File: src/pwm_cfg.svh
/*
 * Constants of the modulator bank: register offsets, field positions,
 * reset values and timing counts.
 * Assumes it is included by bare name from the design files.
 */
`ifndef PWM_CFG_SVH
`define PWM_CFG_SVH

// ---------------------------------------------------------------
// timing
// ---------------------------------------------------------------
`define MCLK_PERIOD_PS      5000
// one time step: four cycles of a 12 MHz clock, rounded up to 67 cycles of the 200 MHz core clock, in ps
`define PWM_STEP_PS         333333
`define PWM_STEP_CYCLES     ((`PWM_STEP_PS + `MCLK_PERIOD_PS - 1) / `MCLK_PERIOD_PS)
// periods, in hundredths of a microsecond, then in steps and in periods
`define SMALL_PERIOD_CUS    2133
`define TUNE_PERIOD_CUS     4266
`define SMALL_PERIOD_STEPS  64
`define TUNE_PERIOD_STEPS   128
`define TUNE_FRAME_PERIODS  128

// ---------------------------------------------------------------
// register offsets
// ---------------------------------------------------------------
`define ADDR_TUNE_LOW       4'h8
`define ADDR_TUNE_HIGH      4'h9
`define ADDR_STAT_PWM       4'hA
`define ADDR_STAT_TUNE      4'hB

// ---------------------------------------------------------------
// field positions and reset values
// ---------------------------------------------------------------
`define CTRL_EN_BIT         7
`define CTRL_CNT_MSB        5
`define TUNE_EN_BIT         7
`define TUNE_FIELD_MSB      6
`define CTRL_RESET          8'h00
`define TUNE_HALF_RESET     7'h00

`endif

File: src/pwm_pkg.sv
/*
 * Types shared by the modulator bank.
 * Assumes pwm_cfg.svh is available for the constants.
 */
package pwm_pkg;

    // ---------------------------------------------------------------
    // data types
    // ---------------------------------------------------------------
    typedef logic [5:0]  pwm_count_t;   // small modulator high count
    typedef logic [13:0] tune_value_t;  // tuning modulator value
    typedef logic [7:0]  reg_data_t;    // register bus data

    // register selected by an address
    typedef enum logic [2:0] {
        SEL_CHAN      = 3'b000,
        SEL_TUNE_LOW  = 3'b001,
        SEL_TUNE_HIGH = 3'b010,
        SEL_STAT_PWM  = 3'b011,
        SEL_STAT_TUNE = 3'b100,
        SEL_NONE      = 3'b101
    } reg_sel_t;

endpackage

File: src/pwm_and_tuning_pwm.sv
/*
 * Bank of eight 6-bit modulators and one 14-bit tuning modulator, with a
 * plain register port (read data one cycle after the read strobe).
 * Assumes one clock mclk_i at 200 MHz, asynchronous active-low reset,
 * and external low-pass networks on the outputs.
 */
// Chosen here: the address map and the plain strobed port.
`include "pwm_cfg.svh"

// How it works
// - eight channels, each with 6-bit count
// - small channel period fixed, 64 steps
// - high for count steps, then low
// - channel pulses only while enabled
// - count field sits in bits 5..0
// - one tuning modulator, 14-bit value
// - tuning period is 128 steps
// - tuning pulses only while its enable set
// - top seven bits give base high steps
// - low seven bits extend periods per 128
// - new value applies on high write
module pwm_and_tuning_pwm
    import pwm_pkg::*;
(
    input  wire logic       mclk_i,
    input  wire logic       reset_n_i,
    input  wire logic [3:0] addr_i,
    input  wire reg_data_t  wdata_i,
    input  wire logic       wr_i,
    input  wire logic       rd_i,
    output reg_data_t       rdata_o,
    output logic [7:0]      pwm_o,
    output logic            tune_o
);

    // ---------------------------------------------------------------
    // helpers
    // ---------------------------------------------------------------
    // map a bus address onto a register
    function automatic reg_sel_t decode_addr(input logic [3:0] a);
        reg_sel_t s;
        s = SEL_NONE;
        if (!a[3]) begin
            s = SEL_CHAN;
        end else begin
            unique case (a)
                `ADDR_TUNE_LOW:  s = SEL_TUNE_LOW;
                `ADDR_TUNE_HIGH: s = SEL_TUNE_HIGH;
                `ADDR_STAT_PWM:  s = SEL_STAT_PWM;
                `ADDR_STAT_TUNE: s = SEL_STAT_TUNE;
                default:         s = SEL_NONE;
            endcase
        end
        return s;
    endfunction

    // reverse seven bits so extensions spread over the frame
    function automatic logic [6:0] bit_rev7(input logic [6:0] v);
        logic [6:0] r;
        r = 7'h00;
        for (int k = 0; k < 7; k++) begin
            r[k] = v[6 - k];
        end
        return r;
    endfunction

    localparam logic [6:0] PHASE_LAST = 7'(`TUNE_PERIOD_STEPS - 1);

    // ---------------------------------------------------------------
    // register state
    // ---------------------------------------------------------------
    reg_data_t   chan_ctrl [8];       // channel control registers
    reg_data_t   next_chan_ctrl [8];
    logic [6:0]  tune_low_stage;      // low half waiting for high write
    logic [6:0]  next_tune_low_stage;
    tune_value_t tune_value;          // value the tuning output uses
    tune_value_t next_tune_value;
    logic        tune_enable;         // tuning enable bit
    logic        next_tune_enable;
    reg_data_t   next_rdata;
    reg_sel_t    wr_sel;              // register hit by a write
    reg_sel_t    rd_sel;              // register hit by a read
    // time base state, declared here since the status read uses phase
    logic        step_en;             // one pulse per time step
    logic [6:0]  phase;               // step within the tuning period
    logic [6:0]  next_phase;
    logic [6:0]  frame;               // tuning period within a group
    logic [6:0]  next_frame;

    // decode strobes, update registers and build read data
    always_comb begin
        wr_sel              = decode_addr(addr_i);
        rd_sel              = decode_addr(addr_i);
        next_chan_ctrl      = chan_ctrl;
        next_tune_low_stage = tune_low_stage;
        next_tune_value     = tune_value;
        next_tune_enable    = tune_enable;
        next_rdata          = 8'h00;
        if (wr_i) begin
            unique case (wr_sel)
                SEL_CHAN: begin
                    next_chan_ctrl[addr_i[2:0]] = wdata_i & 8'hBF;
                end
                SEL_TUNE_LOW: begin
                    next_tune_low_stage = wdata_i[`TUNE_FIELD_MSB:0];
                end
                SEL_TUNE_HIGH: begin
                    next_tune_value  = {wdata_i[`TUNE_FIELD_MSB:0],
                                        tune_low_stage};
                    next_tune_enable = wdata_i[`TUNE_EN_BIT];
                end
                default: begin
                    // status and unmapped writes are ignored
                end
            endcase
        end
        if (rd_i) begin
            unique case (rd_sel)
                SEL_CHAN:      next_rdata = chan_ctrl[addr_i[2:0]];
                SEL_TUNE_LOW:  next_rdata = {1'b0, tune_low_stage};
                SEL_TUNE_HIGH: next_rdata = {tune_enable, tune_value[13:7]};
                SEL_STAT_PWM:  next_rdata = pwm_o;
                SEL_STAT_TUNE: next_rdata = {tune_o, phase};
                default:       next_rdata = 8'h00;
            endcase
        end
    end

    // register the bus-facing state
    always_ff @(posedge mclk_i or negedge reset_n_i) begin
        if (!reset_n_i) begin
            for (int k = 0; k < 8; k++) begin
                chan_ctrl[k] <= `CTRL_RESET;
            end
            tune_low_stage <= `TUNE_HALF_RESET;
            tune_value     <= 14'h0000;
            tune_enable    <= 1'b0;
            rdata_o        <= 8'h00;
        end else begin
            chan_ctrl      <= next_chan_ctrl;
            tune_low_stage <= next_tune_low_stage;
            tune_value     <= next_tune_value;
            tune_enable    <= next_tune_enable;
            rdata_o        <= next_rdata;
        end
    end

    // ---------------------------------------------------------------
    // time base
    // ---------------------------------------------------------------
    // step divider
    step_divider u_step (
        .mclk_i    (mclk_i),
        .reset_n_i (reset_n_i),
        .step_en_o (step_en)
    );

    always_comb begin
        next_phase = phase;
        next_frame = frame;
        if (step_en) begin
            next_phase = (phase == PHASE_LAST) ? 7'h00 : phase + 7'h01;
            if (phase == PHASE_LAST) begin
                next_frame = frame + 7'h01;
            end
        end
    end

    // register the time base
    always_ff @(posedge mclk_i or negedge reset_n_i) begin
        if (!reset_n_i) begin
            phase <= 7'h00;
            frame <= 7'h00;
        end else begin
            phase <= next_phase;
            frame <= next_frame;
        end
    end

    // ---------------------------------------------------------------
    // small modulators
    // ---------------------------------------------------------------
    // eight channels
    for (genvar g = 0; g < 8; g++) begin : gen_chan
        pwm_channel u_chan (
            .mclk_i       (mclk_i),
            .reset_n_i    (reset_n_i),
            .enable_i     (chan_ctrl[g][`CTRL_EN_BIT]),
            .high_count_i (chan_ctrl[g][`CTRL_CNT_MSB:0]),
            .phase_i      (phase[5:0]),
            .pwm_o        (pwm_o[g])
        );
    end

    // ---------------------------------------------------------------
    // tuning modulator
    // ---------------------------------------------------------------
    logic       tune_extend;  // this period gets one extra step
    logic [7:0] tune_high;    // high steps in this period
    logic       next_tune;

    always_comb begin
        tune_extend = bit_rev7(frame) < tune_value[6:0];
        tune_high   = {1'b0, tune_value[13:7]} + {7'h00, tune_extend};
        next_tune   = tune_enable && ({1'b0, phase} < tune_high);
    end

    // register the tuning output
    always_ff @(posedge mclk_i or negedge reset_n_i) begin
        if (!reset_n_i) begin
            tune_o <= 1'b0;
        end else begin
            tune_o <= next_tune;
        end
    end

    // ---------------------------------------------------------------
    // checks
    // ---------------------------------------------------------------
    chk_tune_low_hold: assert property (@(posedge mclk_i) disable iff (!reset_n_i)
        (wr_i && addr_i == `ADDR_TUNE_LOW) |=> $stable(tune_value))
        else $error("low write changed tuning value");

    chk_tune_high_load: assert property (@(posedge mclk_i) disable iff (!reset_n_i)
        (wr_i && addr_i == `ADDR_TUNE_HIGH) |=>
        tune_value == {$past(wdata_i[6:0]), $past(tune_low_stage)})
        else $error("high write did not load whole value");

    chk_tune_disabled: assert property (@(posedge mclk_i) disable iff (!reset_n_i)
        !tune_enable |=> !tune_o)
        else $error("disabled tuning output not low");

    chk_phase_wrap: assert property (@(posedge mclk_i) disable iff (!reset_n_i)
        (step_en && phase == 7'h7F) |=> (phase == 7'h00 &&
        frame == $past(frame) + 7'h01))
        else $error("phase or frame did not wrap");

    chk_phase_hold: assert property (@(posedge mclk_i) disable iff (!reset_n_i)
        !step_en |=> $stable(phase))
        else $error("phase moved without step");

    chk_small_disabled: assert property (@(posedge mclk_i) disable iff (!reset_n_i)
        !chan_ctrl[0][7] |=> !pwm_o[0])
        else $error("disabled channel zero not low");

    chk_tune_full_low: assert property (@(posedge mclk_i) disable iff (!reset_n_i)
        (tune_value == 14'h0000) |=> !tune_o)
        else $error("zero tuning value went high");

    chk_tune_extend: assert property (@(posedge mclk_i) disable iff (!reset_n_i)
        (tune_enable && tune_value[6:0] == 7'h7F && frame != 7'h7F &&
         phase == tune_value[13:7] && !step_en) |=> tune_o)
        else $error("extended step missing");

    chk_rdata_ctrl: assert property (@(posedge mclk_i) disable iff (!reset_n_i)
        (rd_i && !wr_i && !addr_i[3]) |=> rdata_o == $past(chan_ctrl[addr_i[2:0]]))
        else $error("control readback wrong");

    // read data stand for one cycle only, zero otherwise
    chk_rdata_idle: assert property (@(posedge mclk_i) disable iff (!reset_n_i)
        !rd_i |=> rdata_o == 8'h00)
        else $error("read data not zero when idle");

    chk_low_rd: assert property (@(posedge mclk_i) disable iff (!reset_n_i)
        (rd_i && addr_i == `ADDR_TUNE_LOW) |=>
        rdata_o == {1'b0, $past(tune_low_stage)})
        else $error("staged low readback wrong");

    chk_tune_high_rd: assert property (@(posedge mclk_i) disable iff (!reset_n_i)
        (rd_i && addr_i == `ADDR_TUNE_HIGH) |=>
        rdata_o == {$past(tune_enable), $past(tune_value[13:7])})
        else $error("tuning high readback wrong");

    chk_stat_pwm_rd: assert property (@(posedge mclk_i) disable iff (!reset_n_i)
        (rd_i && addr_i == `ADDR_STAT_PWM) |=> rdata_o == $past(pwm_o))
        else $error("output status readback wrong");

    chk_stat_tune_rd: assert property (@(posedge mclk_i) disable iff (!reset_n_i)
        (rd_i && addr_i == `ADDR_STAT_TUNE) |=> rdata_o[7] == $past(tune_o))
        else $error("tuning status readback wrong");

    // the frame index only moves at a period wrap
    chk_frame_hold: assert property (@(posedge mclk_i) disable iff (!reset_n_i)
        !(step_en && phase == 7'h7F) |=> $stable(frame))
        else $error("frame moved inside a period");

    chk_tune_base_high: assert property (@(posedge mclk_i) disable iff (!reset_n_i)
        (tune_enable && phase < tune_value[13:7]) |=> tune_o)
        else $error("tuning output low inside base time");

    cov_tune_extended: cover property (@(posedge mclk_i) disable iff (!reset_n_i)
        tune_enable && tune_extend && tune_o);
    cov_chan_high: cover property (@(posedge mclk_i) disable iff (!reset_n_i)
        $rose(pwm_o[0]));
    cov_high_write: cover property (@(posedge mclk_i) disable iff (!reset_n_i)
        wr_i && addr_i == `ADDR_TUNE_HIGH);
    cov_frame_wrap: cover property (@(posedge mclk_i) disable iff (!reset_n_i)
        step_en && phase == 7'h7F);
    cov_chan_off_write: cover property (@(posedge mclk_i) disable iff (!reset_n_i)
        wr_i && !addr_i[3] && !wdata_i[7]);

endmodule

File: src/step_divider.sv
/*
 * Time step divider: one-cycle enable pulse once per modulator step.
 * Assumes a single clock mclk_i and an asynchronous active-low reset.
 */
`include "pwm_cfg.svh"

module step_divider
    import pwm_pkg::*;
(
    input  wire logic mclk_i,
    input  wire logic reset_n_i,
    output logic      step_en_o
);

    // ---------------------------------------------------------------
    // divider
    // ---------------------------------------------------------------
    localparam logic [6:0] STEP_LAST = 7'(`PWM_STEP_CYCLES - 1);
    localparam int         STEP_N    = `PWM_STEP_CYCLES;

    logic [6:0] div_count;       // cycles into the current step
    logic [6:0] next_div_count;
    logic       next_step_en;

    // count cycles and pulse on the last one
    always_comb begin
        next_step_en = (div_count == STEP_LAST);
        if (next_step_en) begin
            next_div_count = 7'h00;
        end else begin
            next_div_count = div_count + 7'h01;
        end
    end

    // register divider state
    always_ff @(posedge mclk_i or negedge reset_n_i) begin
        if (!reset_n_i) begin
            div_count <= 7'h00;
            step_en_o <= 1'b0;
        end else begin
            div_count <= next_div_count;
            step_en_o <= next_step_en;
        end
    end

    // ---------------------------------------------------------------
    // checks
    // ---------------------------------------------------------------
    // step spacing
    chk_step_spacing: assert property (@(posedge mclk_i) disable iff (!reset_n_i)
        step_en_o |=> (!step_en_o)[*8] ##[1:STEP_N] step_en_o)
        else $error("step pulse spacing wrong");

    chk_step_exact: assert property (@(posedge mclk_i) disable iff (!reset_n_i)
        step_en_o |-> ##[STEP_N:STEP_N] step_en_o)
        else $error("step period not exact");

endmodule

File: src/pwm_channel.sv
/*
 * One small pulse-width modulator channel.
 * Assumes a shared step phase from the bank, one clock and async reset.
 */
`include "pwm_cfg.svh"

module pwm_channel
    import pwm_pkg::*;
(
    input  wire logic       mclk_i,
    input  wire logic       reset_n_i,
    input  wire logic       enable_i,
    input  wire pwm_count_t high_count_i,
    input  wire pwm_count_t phase_i,
    output logic            pwm_o
);

    // ---------------------------------------------------------------
    // output stage
    // ---------------------------------------------------------------
    logic next_pwm;   // output level for the coming cycle

    always_comb begin
        next_pwm = enable_i && (phase_i < high_count_i);
    end

    // register the output level
    always_ff @(posedge mclk_i or negedge reset_n_i) begin
        if (!reset_n_i) begin
            pwm_o <= 1'b0;
        end else begin
            pwm_o <= next_pwm;
        end
    end

    // ---------------------------------------------------------------
    // checks
    // ---------------------------------------------------------------
    chk_chan_disabled: assert property (@(posedge mclk_i) disable iff (!reset_n_i)
        !enable_i |=> !pwm_o)
        else $error("disabled channel output not low");

    chk_chan_start: assert property (@(posedge mclk_i) disable iff (!reset_n_i)
        (enable_i && phase_i == 6'h00 && high_count_i != 6'h00) |=> pwm_o)
        else $error("channel not high at period start");

    chk_chan_zero: assert property (@(posedge mclk_i) disable iff (!reset_n_i)
        (high_count_i == 6'h00) |=> !pwm_o)
        else $error("zero count channel went high");

endmodule

File: config.mk
export PLATFORM = sky130hd
export DESIGN_NAME = pwm_and_tuning_pwm
export DESIGN_NICKNAME = d
export VERILOG_FILES = /design/src/pwm_pkg.sv /design/src/pwm_and_tuning_pwm.sv /design/src/step_divider.sv /design/src/pwm_channel.sv
export VERILOG_INCLUDE_DIRS = /design/src
export SDC_FILE = /design/constraint.sdc
export NUM_CORES = 1
export LEC_CHECK = 0
export BUFFER_PORTS_ARGS = -buffer_cell sky130_fd_sc_hd__buf_2
export CAP_MARGIN = 20
export CORE_ASPECT_RATIO = 1.2
export CORE_UTILIZATION = 48
export CTS_CLUSTER_SIZE = 20
export DETAILED_ROUTE_END_ITERATION = 10
export PLACE_DENSITY_LB_ADDON = 0.3
export SETUP_SLACK_MARGIN = 0.15
export SYNTH_ARGS = -nofsm -noshare
export SYNTH_HDL_FRONTEND = slang
export SYNTH_HIERARCHICAL = 1
export SYNTH_SLANG_ARGS = --single-unit
File: constraint.sdc
create_clock -name mclk_i -period 2.8 [get_ports mclk_i]
set_input_delay 0.28 -clock mclk_i [delete_from_list [all_inputs] [get_ports mclk_i]]
set_output_delay 0.28 -clock mclk_i [all_outputs]
set_load 0.1 [all_outputs]
==> results by group <==
Timing
  – Worst-Margin Slew: 721 ps
  – Clk_skew: 8.21 ps
  – Fmax: 0.363 GHz
  – Final Cycle Share: 0.985
  – Min Tclk post-route: 2760 ps
  – Pins Over Slew Limit: 0
  – Fin. Hold Viols: 0
  – Final setup violation count: 0
  – Slew Limit Headroom: 0.520
  – Worst Slack Setup Final: 42.7 ps
  – RSZ-0062 raised after global routing: yes

Clock network
  – Clock transition at the registers of the reported paths: 50 ps
  – Total clock sinks: 117
  – Worst-Skew Late Latency: around 420 ps
  – Number of CTS-inserted buffers: 17
  – Root Buffer: clkbuf_16
  – TritonCTS clock tree: yes
  – Clock buffer depth: 2
  – H-Tree Depth: 4

Floorplanning
  – Num rows: 46
  – Core Region: 13400 sq um
  – Die area: 14400 sq um
  – Ports: 33
  – Die Y: between 100 and 150 microns
  – Die width: around 110 microns
  – Starting Density: 0.500

Logic synthesis
  – Mapped Cells: roughly 550
  – Synth Register Bits: 117
  – Leading area contributor after synthesis: dfrtp_1
  – Cell area after synthesis: between 6000 and 7000 sq um
  – Number of synthesized flops with an enable pin: 0
  – Synth top area share: 0.437
  – Most used DFF post-synth: dfrtp_1
  – Synth top area cells: dfrtp_1 44%, mux2_2 12%, ha_1 11%, mux4_2 6.1%, inv_1 3.1%
  – Sequential share of the synthesized area: 0.437
  – Syn_nets: slightly above 600
  – Warnings from Yosys: 6
  – Post-synth ARST share: 1.00
  – Syn Area/Cell: 12.3 sq um
  – Distinct cells, synth: 52

Detailed routing
  – Number of DRC markers in iteration 0: between 300 and 400
  – Wire per inst: 20.4 microns
  – Via-to-Cell Ratio: 5.76
  – Drc violations: 0
  – Routed WL: ~16000 microns
  – First-pass detailed-route iteration total: 4
  – Vias: 4429
  – Post-route ant nets: 0

Global routing
  – First-pass GRT wire length: 25400 microns
  – Total GRT Usage: 0.241
  – Vias in the first global route: 4738
  – GRT overflow: 0
  – Largest net degree at the start of global routing: 85
  – Initial antenna violation count: 0

Power
  – Leakage Power: 3.69 nW
  – Pwr dens: 828 nW/um^2
  – Worst VDD drop: 0.000659 V

Critical path
  – CP Capture Type: register
  – Worst path arrival time: approximately 3100 ps
  – Crit path kind: reg2reg
  – Critical Path RT: 3150 ps
  – Critical Path Fanout Max: 3
  – CP Launch Type: register

Placed design
  – GP Congestion: 0.838
  – Number of port buffers: 32
  – HPWL Detailed: 11000 microns
  – Pre-CTS setup slack: -55.9 ps
  – Placed Cells: 734

Layout
  – Area Overhead vs Synth: 16.3%
  – # fillers: 1079
  – Fraction of layout cells with a size suffix above 1: 0.331
  – Final cell count without fillers: ~770
  – Multi-input logic area: 3500 sq um
  – Layout Nets: roughly 660
  – Most frequent cells in the layout: 117 x dfrtp_1, 71 x mux2_2, 55 x inv_1, 55 x ha_1, 31 x buf_2
  – Most common cell after layout, fill and taps aside: dfrtp_1
  – Reg area: 2930 sq um
  – Ant diodes: 0

Worst hold path
  – Worst min path class: in2reg

Run status
  – Status: complete, no violations

Flow run
  – Max-Cap Viols: 0
-- report_power, final --
group | switching, mW | total, mW | internal [mW]
Clock | 0.766 | 2.51 | 1.74
Sequential | 0.297 | 2.32 | 2.02
Combinational | 0.983 | 1.63 | 0.645
-- stage by stage --
stage               hold slack [ps]  TNS (ps)  utilization  instance area [sq um]  total power, mW
CTS                            82.1         0        0.581                   7790             6.49
finish                         93.3         0        0.581                   7790             6.45
floorplan                     -15.6         0            -                   6700             3.51
global route                   91.3      -119        0.581                   7790             6.72
detailed placement              270     -55.9        0.525                   7040             3.93
global placement                255         0        0.525                   7040             3.87
-- worst max-delay path, cell delays in order (launching register included) --
cell,delay [ps]
dfrtp_1,370
inv_2,80
ha_4,200
a21o_1,150
a31oi_1,140
o21ai_1,90
a31oi_1,150
ha_2,240
nand4_1,130
nor2_1,160
xnor2_1,160
ha_1,290
a21oi_1,130
nand2_1,60
a41o_1,210
a21oi_2,120
-- cell usage after synthesis, types with 6 or more instances --
cell type  number
nand3_1         9
nand2_1        22
o2111ai_1       8
mux4_2         18
o21ai_0        13
a2111oi_2       8
xnor2_1        17
a21o_1         10
buf_2           9
dfrtp_1       117
nand4_1         6
mux2_2         71
nand2b_4        8
inv_1          56
nor2_1         11
or3b_1          8
or2_1           8
mux2i_1         6
ha_1           58
a21oi_1        16
-- kinds of logic (layout without fill, tap and decap cells) --
logic type                 count (synthesis)  count (layout)  share of synthesized area
DFF                                      117             117                      0.437
and+or+nand+nor                          106             106                      0.110
muxes                                     97              97                      0.192
buffers and inverters                     75             131                     0.0476
AOI/OAI and AO/OA                         72              72                     0.0788
adders and majority gates                 58              58                      0.108
xor gates and xnor gates                  20              20                     0.0261
-- registers in the layout (all words and copies together), names as in the netlist --
name / count
u_step/step_en_o: 1
tune_value: 14
tune_o: 1
tune_enable: 1
phase: 7
chan_ctrl: 56
rdata_o: 8
frame: 7
tune_low_stage: 7
u_step/div_count: 7
gen_chan.u_chan/pwm_o: 8
-- layer usage --
layer  vias up  part of all wire  global-route usage
met5         -                 0                   0
met4         0             0.030               0.117
met3        35             0.044              0.0501
met2        94              0.50               0.391
met1      2250              0.42               0.300
li1       2050                 -                   -
-- cell type report --
cell class	count	area share
Clock inverter	8	0.0212
Clock buffer	24	0.0670
Inverter	56	0.0270
Timing Repair Buffer	43	0.0334
Tap cell	168	0.0270
Sequential cell	117	0.376
Multi-Input combinational cell	353	0.449
-- repair_timing --
item	in CTS	in global routing
pin swaps	5	2
resized for setup	8	1
buffers inserted	2	0
setup endpoints to repair	1	1
hold buffers	1	0
hold endpoints to repair	33	0
-- path summary, 6_finish.rpt --
check,start,to,slack [ps],depth (start not counted)
setup reg to reg,tune_value[2]$_DFFE_PN0P_,tune_o$_DFF_PN0_,40,15
setup / recovery,tune_value[2]$_DFFE_PN0P_,tune_o$_DFF_PN0_,40,15
max in group asynchronous,reset_n_i,chan_ctrl[12]$_DFFE_PN0P_,1640,3
min in group asynchronous,reset_n_i,chan_ctrl[41]$_DFFE_PN0P_,360,2
hold / removal,wdata_i[6],tune_value[13]$_DFFE_PN0P_,90,2
hold reg to reg,frame[6]$_DFFE_PN0P_,frame[6]$_DFFE_PN0P_,470,1
Note: power is estimated with default switching activity, not from simulation.
